## src/bem_pkg.sv

```systemverilog
// package: register map, field layout and types of the channel event and receive logic
package bem_pkg;

    // register byte offsets
    localparam logic [7:0] BEM_OFS_EVENT = 8'h00;
    localparam logic [7:0] BEM_OFS_ENABLE = 8'h04;
    localparam logic [7:0] BEM_OFS_MODE = 8'h08;
    localparam logic [7:0] BEM_OFS_CMD = 8'h0c;
    localparam logic [7:0] BEM_OFS_STATUS = 8'h10;
    localparam logic [7:0] BEM_OFS_CHARS = 8'h14;
    localparam logic [2:0] BEM_TBL_PAGE = 3'h1; // table entries at 0x20 + 4*index

    // control character table geometry
    localparam int BEM_TBL_N = 8;
    localparam int BEM_TBL_IW = 3;

    // event bit positions
    localparam int EV_CTS = 7;
    localparam int EV_CD = 6;
    localparam int EV_RSVD = 5;
    localparam int EV_TXE = 4;
    localparam int EV_RCH = 3;
    localparam int EV_NOBUF = 2;
    localparam int EV_TX = 1;
    localparam int EV_RX = 0;
    localparam logic [7:0] EV_WMASK = 8'hdf; // reserved bit 5 never stored

    // mode, command and status field positions
    localparam int MODE_TRANSP = 0;
    localparam int MODE_CHKINC = 1;
    localparam int CMD_CLRCHK = 0;
    localparam int CMD_RESYNC = 1;
    localparam int ST_CTS = 0;
    localparam int ST_CD = 1;
    localparam int ST_HUNTING = 2;
    localparam int ST_DLEPEND = 3;
    localparam int ST_HALTED = 4;
    localparam int ST_ACC_LSB = 8;

    // reset values
    localparam logic [7:0] BEM_RST_EVENT = 8'h00;
    localparam logic [7:0] BEM_RST_ENABLE = 8'h00;
    localparam logic [1:0] BEM_RST_MODE = 2'h1 << MODE_CHKINC;
    localparam logic [7:0] BEM_RST_SYNC = 8'h32;
    localparam logic [7:0] BEM_RST_DLE = 8'h10;
    localparam logic [7:0] BEM_RST_ACC = 8'h00;
    localparam logic [1:0] BEM_CHECK_BYTES = 2'h2;

    // ahb-lite codes
    localparam logic [1:0] HTRANS_NONSEQ = 2'h2;
    localparam logic [2:0] HSIZE_WORD = 3'h2;

    // one entry of the receive control character table
    typedef struct packed {
        logic hunt;   // enter hunt after the block closes
        logic check;  // check sequence follows before close
        logic last;   // table end, no entries beyond
        logic [7:0] ch;
    } bem_entry_s;

    localparam bem_entry_s BEM_RST_ENTRY = '{hunt: 1'b0, check: 1'b0, last: 1'b1, ch: 8'h00};

    // receive buffer write strobe toward the buffer logic
    typedef struct packed {
        logic wr;
        logic ctrl;   // character matched a table entry, except unescaped characters in transparent mode and check bytes
        logic chk;    // character is part of the check sequence
        logic [7:0] data;
    } bem_rxwr_s;

    // receiver states, one-hot
    typedef enum logic [2:0] {
        RX_HUNT = 3'b001,
        RX_RECV = 3'b010,
        RX_CHECK = 3'b100
    } bem_rx_e;

endpackage

```

## src/bem_channel.sv

```systemverilog
// module: channel event flags, event enable mask, interrupt request and receive recognition
`timescale 1ns/1ps

module bem_channel
    import bem_pkg::*;
(
    // clock and reset
    input wire logic clk_i,
    input wire logic rst_i,
    // ahb-lite slave
    input wire logic hsel_i,
    input wire logic [31:0] haddr_i,
    input wire logic [1:0] htrans_i,
    input wire logic hwrite_i,
    input wire logic [2:0] hsize_i,
    input wire logic [31:0] hwdata_i,
    input wire logic hready_i,
    output logic [31:0] hrdata_o,
    output logic hreadyout_o,
    output logic hresp_o,
    // modem lines
    input wire logic cts_i,
    input wire logic cd_i,
    // transmit side events
    input wire logic tx_done_i,
    input wire logic tx_cts_lost_i,
    input wire logic tx_underrun_i,
    input wire logic tx_irq_req_i,
    // receive buffer side
    input wire logic rx_closed_i,
    input wire logic rx_irq_req_i,
    input wire logic rx_buf_free_i,
    // received characters
    input wire logic rx_valid_i,
    input wire logic [7:0] rx_char_i,
    // outputs
    output bem_rxwr_s rx_wr_o,
    output logic block_end_o,
    output logic irq_o
);

    // registers
    logic [7:0] channel_event_flags;
    logic [7:0] channel_event_enable;
    logic [1:0] mode;
    logic [7:0] sync_char;
    logic [7:0] dle_char;
    bem_entry_s tbl [BEM_TBL_N];
    logic [7:0] acc;
    logic cts_q;
    logic cd_q;
    bem_rx_e rx_state;
    logic dle_pend;
    logic halted;
    logic hunt_after;
    logic [1:0] chk_cnt;

    // ahb data phase capture
    logic dp_wr;
    logic dp_rd;
    logic [7:0] dp_addr;
    logic a_phase;
    logic receive_transparent_enable;
    logic receive_check_include;

    assign a_phase = hsel_i & hready_i & htrans_i[1];
    assign receive_transparent_enable = mode[MODE_TRANSP];
    assign receive_check_include = mode[MODE_CHKINC];

    // address phase register, zero wait states, always okay
    always_ff @(posedge clk_i) begin
        if (rst_i) begin
            dp_wr <= 1'b0;
            dp_rd <= 1'b0;
            dp_addr <= 8'h00;
        end else begin
            dp_wr <= a_phase & hwrite_i & (hsize_i == HSIZE_WORD);
            dp_rd <= a_phase & ~hwrite_i;
            dp_addr <= haddr_i[7:0];
        end
    end

    assign hreadyout_o = 1'b1;
    assign hresp_o = 1'b0;

    // write decode
    logic wr_event;
    logic wr_enable;
    logic wr_mode;
    logic wr_cmd;
    logic wr_chars;
    logic wr_tbl;
    logic [BEM_TBL_IW-1:0] tbl_idx;
    logic clear_check_accumulation_command;
    logic resync_cmd;

    assign wr_event = dp_wr & (dp_addr == BEM_OFS_EVENT);
    assign wr_enable = dp_wr & (dp_addr == BEM_OFS_ENABLE);
    assign wr_mode = dp_wr & (dp_addr == BEM_OFS_MODE);
    assign wr_cmd = dp_wr & (dp_addr == BEM_OFS_CMD);
    assign wr_chars = dp_wr & (dp_addr == BEM_OFS_CHARS);
    assign wr_tbl = dp_wr & (dp_addr[7:5] == BEM_TBL_PAGE) & (dp_addr[1:0] == 2'h0);
    assign tbl_idx = dp_addr[4:2];
    assign clear_check_accumulation_command = wr_cmd & hwdata_i[CMD_CLRCHK];
    assign resync_cmd = wr_cmd & hwdata_i[CMD_RESYNC];

    // control table match, entries valid up to the first table-end entry
    logic [BEM_TBL_N:0] before_end;
    logic [BEM_TBL_N-1:0] hit;
    assign before_end[0] = 1'b1;
    for (genvar gi = 0; gi < BEM_TBL_N; gi++) begin : g_tbl
        assign before_end[gi+1] = before_end[gi] & ~tbl[gi].last;
        assign hit[gi] = before_end[gi] & ~tbl[gi].last & (tbl[gi].ch == rx_char_i);

        // table entry storage
        always_ff @(posedge clk_i) begin
            if (rst_i) begin
                tbl[gi] <= BEM_RST_ENTRY;
            end else if (wr_tbl && tbl_idx == BEM_TBL_IW'(gi)) begin
                tbl[gi] <= bem_entry_s'(hwdata_i[10:0]);
            end
        end
    end

    // first matching entry
    logic any_hit;
    bem_entry_s hit_entry;
    always_comb begin
        any_hit = 1'b0;
        hit_entry = BEM_RST_ENTRY;
        for (int i = BEM_TBL_N - 1; i >= 0; i--) begin
            if (hit[i]) begin
                any_hit = 1'b1;
                hit_entry = tbl[i];
            end
        end
    end

    // receive character classification
    logic active;
    logic is_sync;
    logic is_dle;
    logic do_strip_dle;
    logic do_write;
    logic ctrl_ok;
    logic do_acc;
    logic dropped;
    logic written;
    logic in_check;

    assign active = rx_valid_i & ~halted & (rx_state != RX_HUNT);
    assign is_sync = rx_char_i == sync_char;
    assign is_dle = rx_char_i == dle_char;
    assign in_check = rx_state == RX_CHECK;

    always_comb begin
        do_strip_dle = 1'b0;
        do_write = 1'b0;
        ctrl_ok = 1'b0;
        if (active) begin
            if (in_check) begin
                do_write = 1'b1;
            end else if (receive_transparent_enable && !dle_pend) begin
                do_strip_dle = is_dle;
                do_write = ~is_dle & ~is_sync;
            end else if (receive_transparent_enable) begin
                do_write = ~is_sync; // escaped sync is idle fill
                ctrl_ok = ~is_sync;
            end else begin
                do_write = ~is_sync;
                ctrl_ok = ~is_sync;
            end
        end
    end

    assign written = do_write & rx_buf_free_i;
    assign dropped = do_write & ~rx_buf_free_i;
    // syncs and stripped escapes never reach here, check bytes stay out too
    assign do_acc = written & ~in_check & receive_check_include;

    // receiver state machine
    always_ff @(posedge clk_i) begin
        if (rst_i) begin
            rx_state <= RX_HUNT;
            hunt_after <= 1'b0;
            chk_cnt <= 2'h0;
        end else if (resync_cmd || dropped) begin
            rx_state <= RX_HUNT;
        end else begin
            case (rx_state)
                RX_HUNT: begin
                    if (rx_valid_i && !halted && is_sync) begin
                        rx_state <= RX_RECV;
                    end
                end
                RX_RECV: begin
                    if (written && ctrl_ok && any_hit) begin
                        hunt_after <= hit_entry.hunt;
                        if (hit_entry.check) begin
                            rx_state <= RX_CHECK;
                            chk_cnt <= BEM_CHECK_BYTES;
                        end else if (hit_entry.hunt) begin
                            rx_state <= RX_HUNT;
                        end
                    end
                end
                RX_CHECK: begin
                    if (written) begin
                        chk_cnt <= chk_cnt - 2'h1;
                        if (chk_cnt == 2'h1) begin
                            rx_state <= hunt_after ? RX_HUNT : RX_RECV;
                        end
                    end
                end
                default: begin
                    rx_state <= RX_HUNT;
                end
            endcase
        end
    end

    // escape pending and overflow halt
    always_ff @(posedge clk_i) begin
        if (rst_i) begin
            dle_pend <= 1'b0;
            halted <= 1'b0;
        end else begin
            if (resync_cmd || !receive_transparent_enable) begin
                dle_pend <= 1'b0;
            end else if (active && !in_check) begin
                dle_pend <= do_strip_dle;
            end
            // a drop in the same cycle as a resync still halts
            if (dropped) begin
                halted <= 1'b1;
            end else if (resync_cmd) begin
                halted <= 1'b0;
            end
        end
    end

    // block check accumulation, longitudinal parity
    always_ff @(posedge clk_i) begin
        if (rst_i) begin
            acc <= BEM_RST_ACC;
        end else if (clear_check_accumulation_command) begin
            acc <= BEM_RST_ACC;
        end else if (do_acc) begin
            acc <= acc ^ rx_char_i;
        end
    end

    // buffer write strobe and block end pulse
    logic close_now;
    assign close_now = written & ((ctrl_ok & any_hit & ~hit_entry.check & ~in_check)
                                  | (in_check & (chk_cnt == 2'h1)));
    always_ff @(posedge clk_i) begin
        if (rst_i) begin
            rx_wr_o <= '0;
            block_end_o <= 1'b0;
        end else begin
            rx_wr_o.wr <= written;
            rx_wr_o.ctrl <= written & ctrl_ok & any_hit & ~in_check;
            rx_wr_o.chk <= written & in_check;
            rx_wr_o.data <= rx_char_i;
            block_end_o <= close_now;
        end
    end

    // mode, special characters and enable mask
    always_ff @(posedge clk_i) begin
        if (rst_i) begin
            mode <= BEM_RST_MODE;
            sync_char <= BEM_RST_SYNC;
            dle_char <= BEM_RST_DLE;
            channel_event_enable <= BEM_RST_ENABLE;
        end else begin
            if (wr_mode) begin
                mode <= hwdata_i[1:0];
            end
            if (wr_chars) begin
                sync_char <= hwdata_i[7:0];
                dle_char <= hwdata_i[15:8];
            end
            if (wr_enable) begin
                channel_event_enable <= hwdata_i[7:0] & EV_WMASK;
            end
        end
    end

    // event sources
    logic [7:0] ev_set;
    logic [7:0] ev_clr;
    always_comb begin
        ev_set = 8'h00;
        ev_set[EV_CTS] = cts_i ^ cts_q;
        ev_set[EV_CD] = cd_i ^ cd_q;
        ev_set[EV_TXE] = (tx_cts_lost_i | tx_underrun_i) & tx_irq_req_i;
        ev_set[EV_RCH] = written;
        ev_set[EV_NOBUF] = dropped;
        ev_set[EV_TX] = tx_done_i & tx_irq_req_i;
        ev_set[EV_RX] = rx_closed_i & rx_irq_req_i;
    end
    assign ev_clr = wr_event ? hwdata_i[7:0] : 8'h00;
    logic [7:0] next_flags;
    assign next_flags = ((channel_event_flags & ~ev_clr) | ev_set) & EV_WMASK;

    // sticky flags, a new event wins over a same-cycle clear
    always_ff @(posedge clk_i) begin
        if (rst_i) begin
            channel_event_flags <= BEM_RST_EVENT;
            cts_q <= cts_i; // follow the pins so release shows no false change
            cd_q <= cd_i;
        end else begin
            channel_event_flags <= next_flags;
            cts_q <= cts_i;
            cd_q <= cd_i;
        end
    end

    assign irq_o = |(channel_event_flags & channel_event_enable);

    // read mux in data phase, unmapped reads return zero
    logic [31:0] rdata;
    always_comb begin
        rdata = 32'h0000_0000;
        case (dp_addr)
            BEM_OFS_EVENT: rdata[7:0] = channel_event_flags;
            BEM_OFS_ENABLE: rdata[7:0] = channel_event_enable;
            BEM_OFS_MODE: rdata[1:0] = mode;
            BEM_OFS_STATUS: begin
                rdata[ST_CTS] = cts_q;
                rdata[ST_CD] = cd_q;
                rdata[ST_HUNTING] = rx_state == RX_HUNT;
                rdata[ST_DLEPEND] = dle_pend;
                rdata[ST_HALTED] = halted;
                rdata[ST_ACC_LSB +: 8] = acc;
            end
            BEM_OFS_CHARS: rdata[15:0] = {dle_char, sync_char};
            default: begin
                if (dp_addr[7:5] == BEM_TBL_PAGE) begin
                    rdata[10:0] = tbl[dp_addr[4:2]];
                end
            end
        endcase
    end
    assign hrdata_o = dp_rd ? rdata : 32'h0000_0000;

    // checks
    property p_irq_level;
        @(posedge clk_i) disable iff (rst_i)
        (irq_o && !wr_event && !wr_enable) |=> irq_o;
    endproperty
    a_irq_level: assert property (p_irq_level) else $error("irq low with enabled flag");

    property p_w1c;
        @(posedge clk_i) disable iff (rst_i)
        (wr_event && hwdata_i[EV_TX] && !ev_set[EV_TX]) |=> !channel_event_flags[EV_TX];
    endproperty
    a_w1c: assert property (p_w1c) else $error("tx flag not cleared by one");

    property p_zero_keeps;
        @(posedge clk_i) disable iff (rst_i)
        (wr_event && !hwdata_i[EV_RX] && channel_event_flags[EV_RX]) |=> channel_event_flags[EV_RX];
    endproperty
    a_zero_keeps: assert property (p_zero_keeps) else $error("zero write cleared flag");

    property p_cts_change;
        @(posedge clk_i) disable iff (rst_i)
        (cts_i != $past(cts_i)) |=> channel_event_flags[EV_CTS];
    endproperty
    a_cts_change: assert property (p_cts_change) else $error("cts change missed");

    property p_rsvd;
        @(posedge clk_i) disable iff (rst_i)
        !channel_event_flags[EV_RSVD] && !channel_event_enable[EV_RSVD];
    endproperty
    a_rsvd: assert property (p_rsvd) else $error("reserved bit set");

    property p_rch;
        @(posedge clk_i) disable iff (rst_i)
        rx_wr_o.wr |-> channel_event_flags[EV_RCH];
    endproperty
    a_rch: assert property (p_rch) else $error("char write without flag");

    property p_halt;
        @(posedge clk_i) disable iff (rst_i)
        (dropped && !resync_cmd) |=> (halted && !rx_wr_o.wr) ##1 (halted || $past(resync_cmd));
    endproperty
    a_halt: assert property (p_halt) else $error("reception not halted after drop");

    property p_clrchk;
        @(posedge clk_i) disable iff (rst_i)
        clear_check_accumulation_command |=> acc == BEM_RST_ACC;
    endproperty
    a_clrchk: assert property (p_clrchk) else $error("accumulator not cleared");

    property p_strip;
        @(posedge clk_i) disable iff (rst_i)
        do_strip_dle |=> !rx_wr_o.wr && dle_pend && $stable(acc);
    endproperty
    a_strip: assert property (p_strip) else $error("leading escape not stripped");

    property p_check_close;
        @(posedge clk_i) disable iff (rst_i)
        (rx_state == RX_RECV && rx_wr_o.ctrl == 1'b0 && written && ctrl_ok && any_hit
         && hit_entry.check) |=> !block_end_o;
    endproperty
    a_check_close: assert property (p_check_close) else $error("closed before check");

    c_irq: cover property (@(posedge clk_i) disable iff (rst_i) $rose(irq_o));
    c_block_end: cover property (@(posedge clk_i) disable iff (rst_i) block_end_o);
    c_check: cover property (@(posedge clk_i) disable iff (rst_i) rx_wr_o.chk);
    c_halt: cover property (@(posedge clk_i) disable iff (rst_i) $rose(halted));

endmodule

```

## config.mk

```make
export PLATFORM = sky130hd
export DESIGN_NAME = bem_channel
export DESIGN_NICKNAME = d
export VERILOG_FILES = /design/src/bem_pkg.sv /design/src/bem_channel.sv
export SDC_FILE = /design/constraint.sdc
export NUM_CORES = 1
export LEC_CHECK = 0
export BUFFER_PORTS_ARGS = -buffer_cell sky130_fd_sc_hd__buf_2
export CAP_MARGIN = 20
export CORE_ASPECT_RATIO = 1.2
export CORE_MARGIN = 1
export CORE_UTILIZATION = 34
export CTS_CLUSTER_DIAMETER = 200
export CTS_CLUSTER_SIZE = 20
export DETAILED_ROUTE_END_ITERATION = 7
export GPL_ROUTABILITY_DRIVEN = 0
export PLACE_DENSITY = 0.61
export SETUP_SLACK_MARGIN = 0.05
export SYNTH_ARGS = -nofsm -noshare
export SYNTH_HDL_FRONTEND = slang
export SYNTH_SLANG_ARGS = --single-unit
```

## constraint.sdc

```tcl
create_clock -name clk_i -period 4.5 [get_ports clk_i]
set_input_delay 1.125 -clock clk_i [delete_from_list [all_inputs] [get_ports clk_i]]
set_output_delay 1.125 -clock clk_i [all_outputs]
set_load 0.02 [all_outputs]
```

After elaboration in Yosys (flattened, before gate mapping) --
Memories as Yosys holds them, arrays and structs flattened. A register that Yosys moved wholly into a read port is not among the register bits. Cells that the tools add are included.
Storage, ports and cells: word-level logic and storage cells 256, bits in latches 0, memories kept 1, ROM bits 0, input bits 92, register bits 73, bits in writable memories 88
Cells by class: add/subtract/negate cells 1, $mul 0, divide/modulo/power cells 0, magnitude comparators 0, eq/ne operators 35, reduce and logical (&&, ||, !) cells 34, bitwise operators 81, shifts and indexed selects 0, muxes and demuxes 82
Memory list:
- tbl | words 8, bits a word 11, read ports 9, clocked after Yosys merged registers in 1, wr ports 8, RTL line bem_channel.sv:48 | bem_entry_s tbl [BEM_TBL_N];
Operator list (number):
- two-way mux 11 bit | 17
- equality test 8 bit | 10
- AND 1 bit | 48
- two-way mux 1 bit | 45
- two-way mux 3 bit | 7
- case mux 3 bit (3 select lines) | 2
- AND 8 bit | 2
- equality test 8 x 4 -> 1 bit (second input constant) | 2
- equality test 8 x 5 -> 1 bit (second input constant) | 2
- two-way mux 16 bit | 1
- inverter 1 bit | 16
- equality test 3 bit (second input constant) | 5
- case mux 3 bit (5 select lines) | 1
- logical AND 1 bit | 14
- equality test 3 x 2 -> 1 bit (second input constant) | 4
- case mux 3 bit (4 select lines) | 1
- bitwise OR 1 bit | 10
- case mux 2 bit (5 select lines) | 1
- case mux 5 bit (2 select lines) | 1
- AND reduction 5 bit | 2
- equality test 3 x 1 -> 1 bit (second input constant) | 3
- equality test 8 x 3 -> 1 bit (second input constant) | 1
- zero test 8 bit | 1
- two-way mux 2 bit | 4
- 21 further kinds | 33

Longest topological paths before layout --
An unclocked memory read counts as a cell.
depth in word-level cells 23, mapped depth 9, gate-level depth less buffers 8

Worst setup path before layout --
OpenSTA, ideal clock, no wires.
kind register to output, start point register dp_addr[2], end point output port hrdata_o[0], arrival time 2.525 ns, setup slack 0.850 ns, stages on the path, launching flop included 8, path through dfxtp_1 -> buf_2 -> buf_1 -> clkbuf_1 -> mux4_2 -> mux2i_1 -> o211ai_1 -> and2_1
On the way: longest elaborated chain between the ends 3
Ends and longest elaborated chain:
- start, declared | RTL line bem_channel.sv:61 | logic [7:0] dp_addr;
- start signal, assigned | RTL line bem_channel.sv:79 | dp_addr <= haddr_i[7:0];
- equality test 8 x 5 -> 1 bit (tied with other cells) | RTL line bem_channel.sv:327 | case (dp_addr)
- case mux 2 bit (5 select lines) * | RTL line bem_channel.sv:327
- two-way mux 16 bit * | RTL line bem_channel.sv:347 | assign hrdata_o = dp_rd ? rdata : 32'h0000_0000;
- end, declared | RTL line bem_channel.sv:18 | output logic [31:0] hrdata_o,
Mark *: on every way between the ends. The rest lies on a longest branch, timed or not.

Worst setup path after layout --
start point register dp_addr[2], end point output port hrdata_o[8]
On the way: longest elaborated chain between the ends 4
Ends and longest elaborated chain (RTL line):
- equality test 8 x 3 -> 1 bit (tied with other cells) | bem_channel.sv:327
- OR reduction 3 bit (no line)
- case mux 3 bit (3 select lines) * | bem_channel.sv:327
- two-way mux 16 bit * | bem_channel.sv:347
Marks and branches as above.

==> results summary <==
The run finished with clean final reports. The number of global-route vias before repair is 6,204. The total number of H-tree levels came out at 4. The number of gates resized after CTS was 0. The area overhead of the layout relative to synthesis is 15.6%. The clock latency of the later-clocked register in the worst-skew pair is approximately 430 ps.

The half-perimeter wire length of the detailed placement result is 18.1 mm. The clock input transition at the sequential cells of the worst setup and hold paths came out at approximately 60 ps. The iteration count of the initial detailed-routing pass is 5. Counting every sink on the clock net gives 160. The register area share after synthesis is 48.6%. The largest individual stage delay along the critical path comes from the cell sky130_fd_sc_hd__dfxtp_1.

The post-detailed-route count of antenna-violating nets came out at 0. Setup repair after global routing left no endpoint under its margin. The count of final hold-check violations came out at 0. The worst-case hold slack is 474 ps. On the final layout, the worst clock skew is 12.9 ps. For the worst setup path, the data arrival time is 3030 ps. The initial antenna violation count is 1.

The synthesized instance count is 794. Of all cell types, the one taking the most synthesized area is sky130_fd_sc_hd__edfxtp_1. The die covers 0.0254 mm^2. No sink is reached through more buffers than the 2 on the longest clock path. In this run the worst hold path is classified as reg2reg. On the worst path, the slowest cell contributes a delay of 760 ps.

The DRC violation total after the first TritonRoute iteration came out at 504. The total number of vias came out at 6,258. The leakage power came out at about 3.5 nW. The placement row count is 62. The clock tree from TritonCTS is done. The average routed wire per standard cell is 20.3 um. The fraction of final layout cells with drive strength greater than 1 is 19.5%.

For this design the top-level I/O count stands at approximately 140. The total negative slack is 0 ps. The total standard cell area after synthesis came out at 0.00840 mm^2. The post-synthesis average cell area came out at 10.6 um^2. The antenna cell count came out at 0. The critical path is of the reg2out type. The die boundary width came out at roughly 150 um. The synthesized design devotes to its leading area cell type roughly a third of total area. The net count of the finished layout is 966. The overall routed net length came out at 24.5 mm. The effective utilization at floorplan is 34.8%.

The critical path goes through buf_4 -> mux4_2 -> mux2_2 -> a222oi_1 -> nor2b_1 -> buf_2. In the post-synthesis netlist, the biggest area contributors are sky130_fd_sc_hd__edfxtp_1 31%, sky130_fd_sc_hd__dfxtp_1 17%, sky130_fd_sc_hd__and2_1 6.5%. The number of slew-limit violations in the final report is 0.

The worst pin sits at a relative slew slack of 36.8%. STA classifies the critical path startpoint as a register. The first-pass GRT wire length is 36.9 mm. The data required time at the worst endpoint is 3380 ps. The share of the clock period used by the worst path after layout came out at around 92%. CTS placed an instance of sky130_fd_sc_hd__clkbuf_16 at the clock tree root. The async set or reset register ratio after synthesis is 0%.

The number of synthesized flops with an enable pin is 88. The slew at the pin closest to its max-slew limit came out at approximately 940 ps. The height of the chip came out at 174 um.

The number of synthesized register bits is 160. The hold buffer count at cts is 0. The count of buffers from port buffering came out at 79. The highest achievable clock rate is 240 MHz.

The overall routing resource usage came out at 19.8%. The areal power density over the cells is 352 mW/mm^2. The pin count of the biggest net entering global routing is 59.

Yosys printed 0 warnings. The count of final setup violators came out at 0. The reported max-cap violation count came out at 0. The highest net fanout along the worst path is 13. The number of setup buffers added after CTS is 0. Yosys mapped the design onto 63 distinct sky130hd cell types. The clock buffer count from CTS came out at 17. The worst-case register-to-register setup slack came out at roughly 1100 ps.

The floorplan core area is approximately 0.024 mm^2. The residual DRC count came out at 0. The final critical delay including setup and external delays is 4160 ps. In the routed layout, each cell is associated on average with a via count of 5.19. In the synthesized netlist the dominant register cell turns out to be sky130_fd_sc_hd__edfxtp_1. Across the VDD grid, the largest voltage drop is 0.190 mV. STA classifies the critical path endpoint as a primary output. The overflow left after global routing came out at 0.
cells by family after synthesis:
family / Yosys count / synth area share [%]
AND/OR/NAND/NOR: 344 / 22.3
flip-flops: 160 / 48.6
AO/OA/AOI/OAI: 96 / 7.89
XOR/XNOR: 90 / 9.38
buffers and inverters: 67 / 4.17
multiplexers: 34 / 7.41
other: 2 / 0.0894
adder cells (fa/ha/maj): 1 / 0.149
state kept, by name, summed over array words and instances (netlist names), 2 cells and up:
signal and count:
chk_cnt 2, channel_event_enable 7, channel_event_flags 7, dle_char 8, rx_wr_o 11, sync_char 8
dp_addr 8, acc 8, tbl 88, mode 2, rx_state 3
Yosys cell counts, drive strengths merged, types with 5 or more instances:
master  number
xnor2       30
nor2        45
and2        91
o21ai        8
xor2        60
nor3b        5
clkbuf      32
or3          7
nand2b       7
nand4       10
dfxtp       72
nor2b       28
nor3        11
nor4        17
nand2       74
o21bai       7
inv          6
a21oi       36
edfxtp      88
nand3b       7
nand3       20
mux2i        9
a22oi       13
or4          5
a222oi      11
mux4        22
buf         29
and3         6
stage by stage:
stage / std cells / utilization, % / total power [mW] / cell area [um^2] / setup WS, ps
after global routing: 1206 / 40.3 / 3.54 / 9720 / 207
after floorplan: 810 / - / 1.87 / 8460 / 850
after CTS: 1205 / 40.3 / 3.44 / 9710 / 311
after detailed placement: 1173 / 37.8 / 1.99 / 9120 / 530
after global placement: 1170 / 37.7 / 1.99 / 9100 / 631
final: 1206 / 40.3 / 3.43 / 9720 / 341
critical path: cells and delay by family, from the launching register on:
kind	cells	cell delay [ps]
flops	1	760
mux	2	830
simple gates	1	80
buf+inv	2	510
compound gates	1	410
cell type report:
cell class | instances | area (um^2)
Sequential cell | 160 | 4080
Clock buffer | 22 | 485
Clock inverter | 10 | 108
Inverter | 6 | 22.5
Tap cell | 320 | 400
Fill cell | 2352 | 14400
Multi-Input combinational cell | 583 | 4030
Timing Repair Buffer | 105 | 588
placed cells by master (no fill, tap or decap), drive strengths merged, types with 3 or more instances in the layout:
master	n
nand4	10
nor2	45
and2	91
o21bai	7
nor3	11
nand4b	3
a21oi	36
clkinv	6
o21ai	8
nor3b	5
or2	3
nand2b	7
nand2	74
conb	18
xor2	60
mux4	22
mux2i	9
inv	6
or4	5
a222oi	11
and3	6
or3	7
xnor2	30
mux2	3
clkbuf	22
edfxtp	88
nand3	20
o211ai	3
nor4	17
nor2b	28
nand3b	7
a31o	3
buf	105
dfxtp	72
a22oi	13
o21a	3
metal layers:
layer / wire length, um / vias to the layer above / global-route usage [%] / share of wire (%)
li1: - / 2948 / - / -
met2: 12700 / 237 / 35.6 / 52
met4: 742 / 2 / 8.03 / 3.0
met1: 9600 / 3024 / 23.0 / 39
met5: 13 / - / 0 / 0.053
met3: 1430 / 47 / 3.81 / 5.8
final timing paths:
kind,from,end,depth (start not counted)
setup / recovery,dp_addr[2]$_SDFF_PP0_,hrdata_o[8],6
hold / removal,chk_cnt[1]$_SDFFE_PP0P_,chk_cnt[1]$_SDFFE_PP0P_,1
hold reg to reg,chk_cnt[1]$_SDFFE_PP0P_,chk_cnt[1]$_SDFFE_PP0P_,1
setup reg to reg,tbl[0][8]$_SDFFCE_PN1P_,chk_cnt[0]$_SDFFE_PP0P_,8
power breakdown:
group / leakage (nW) / total [mW] / internal, mW / switching [mW]
Combinational: 1.81 / 0.331 / 0.130 / 0.201
Clock: 0.288 / 1.46 / 0.874 / 0.587
Sequential: 1.42 / 1.63 / 1.59 / 0.0422
Power figures use the tool's default switching activity.
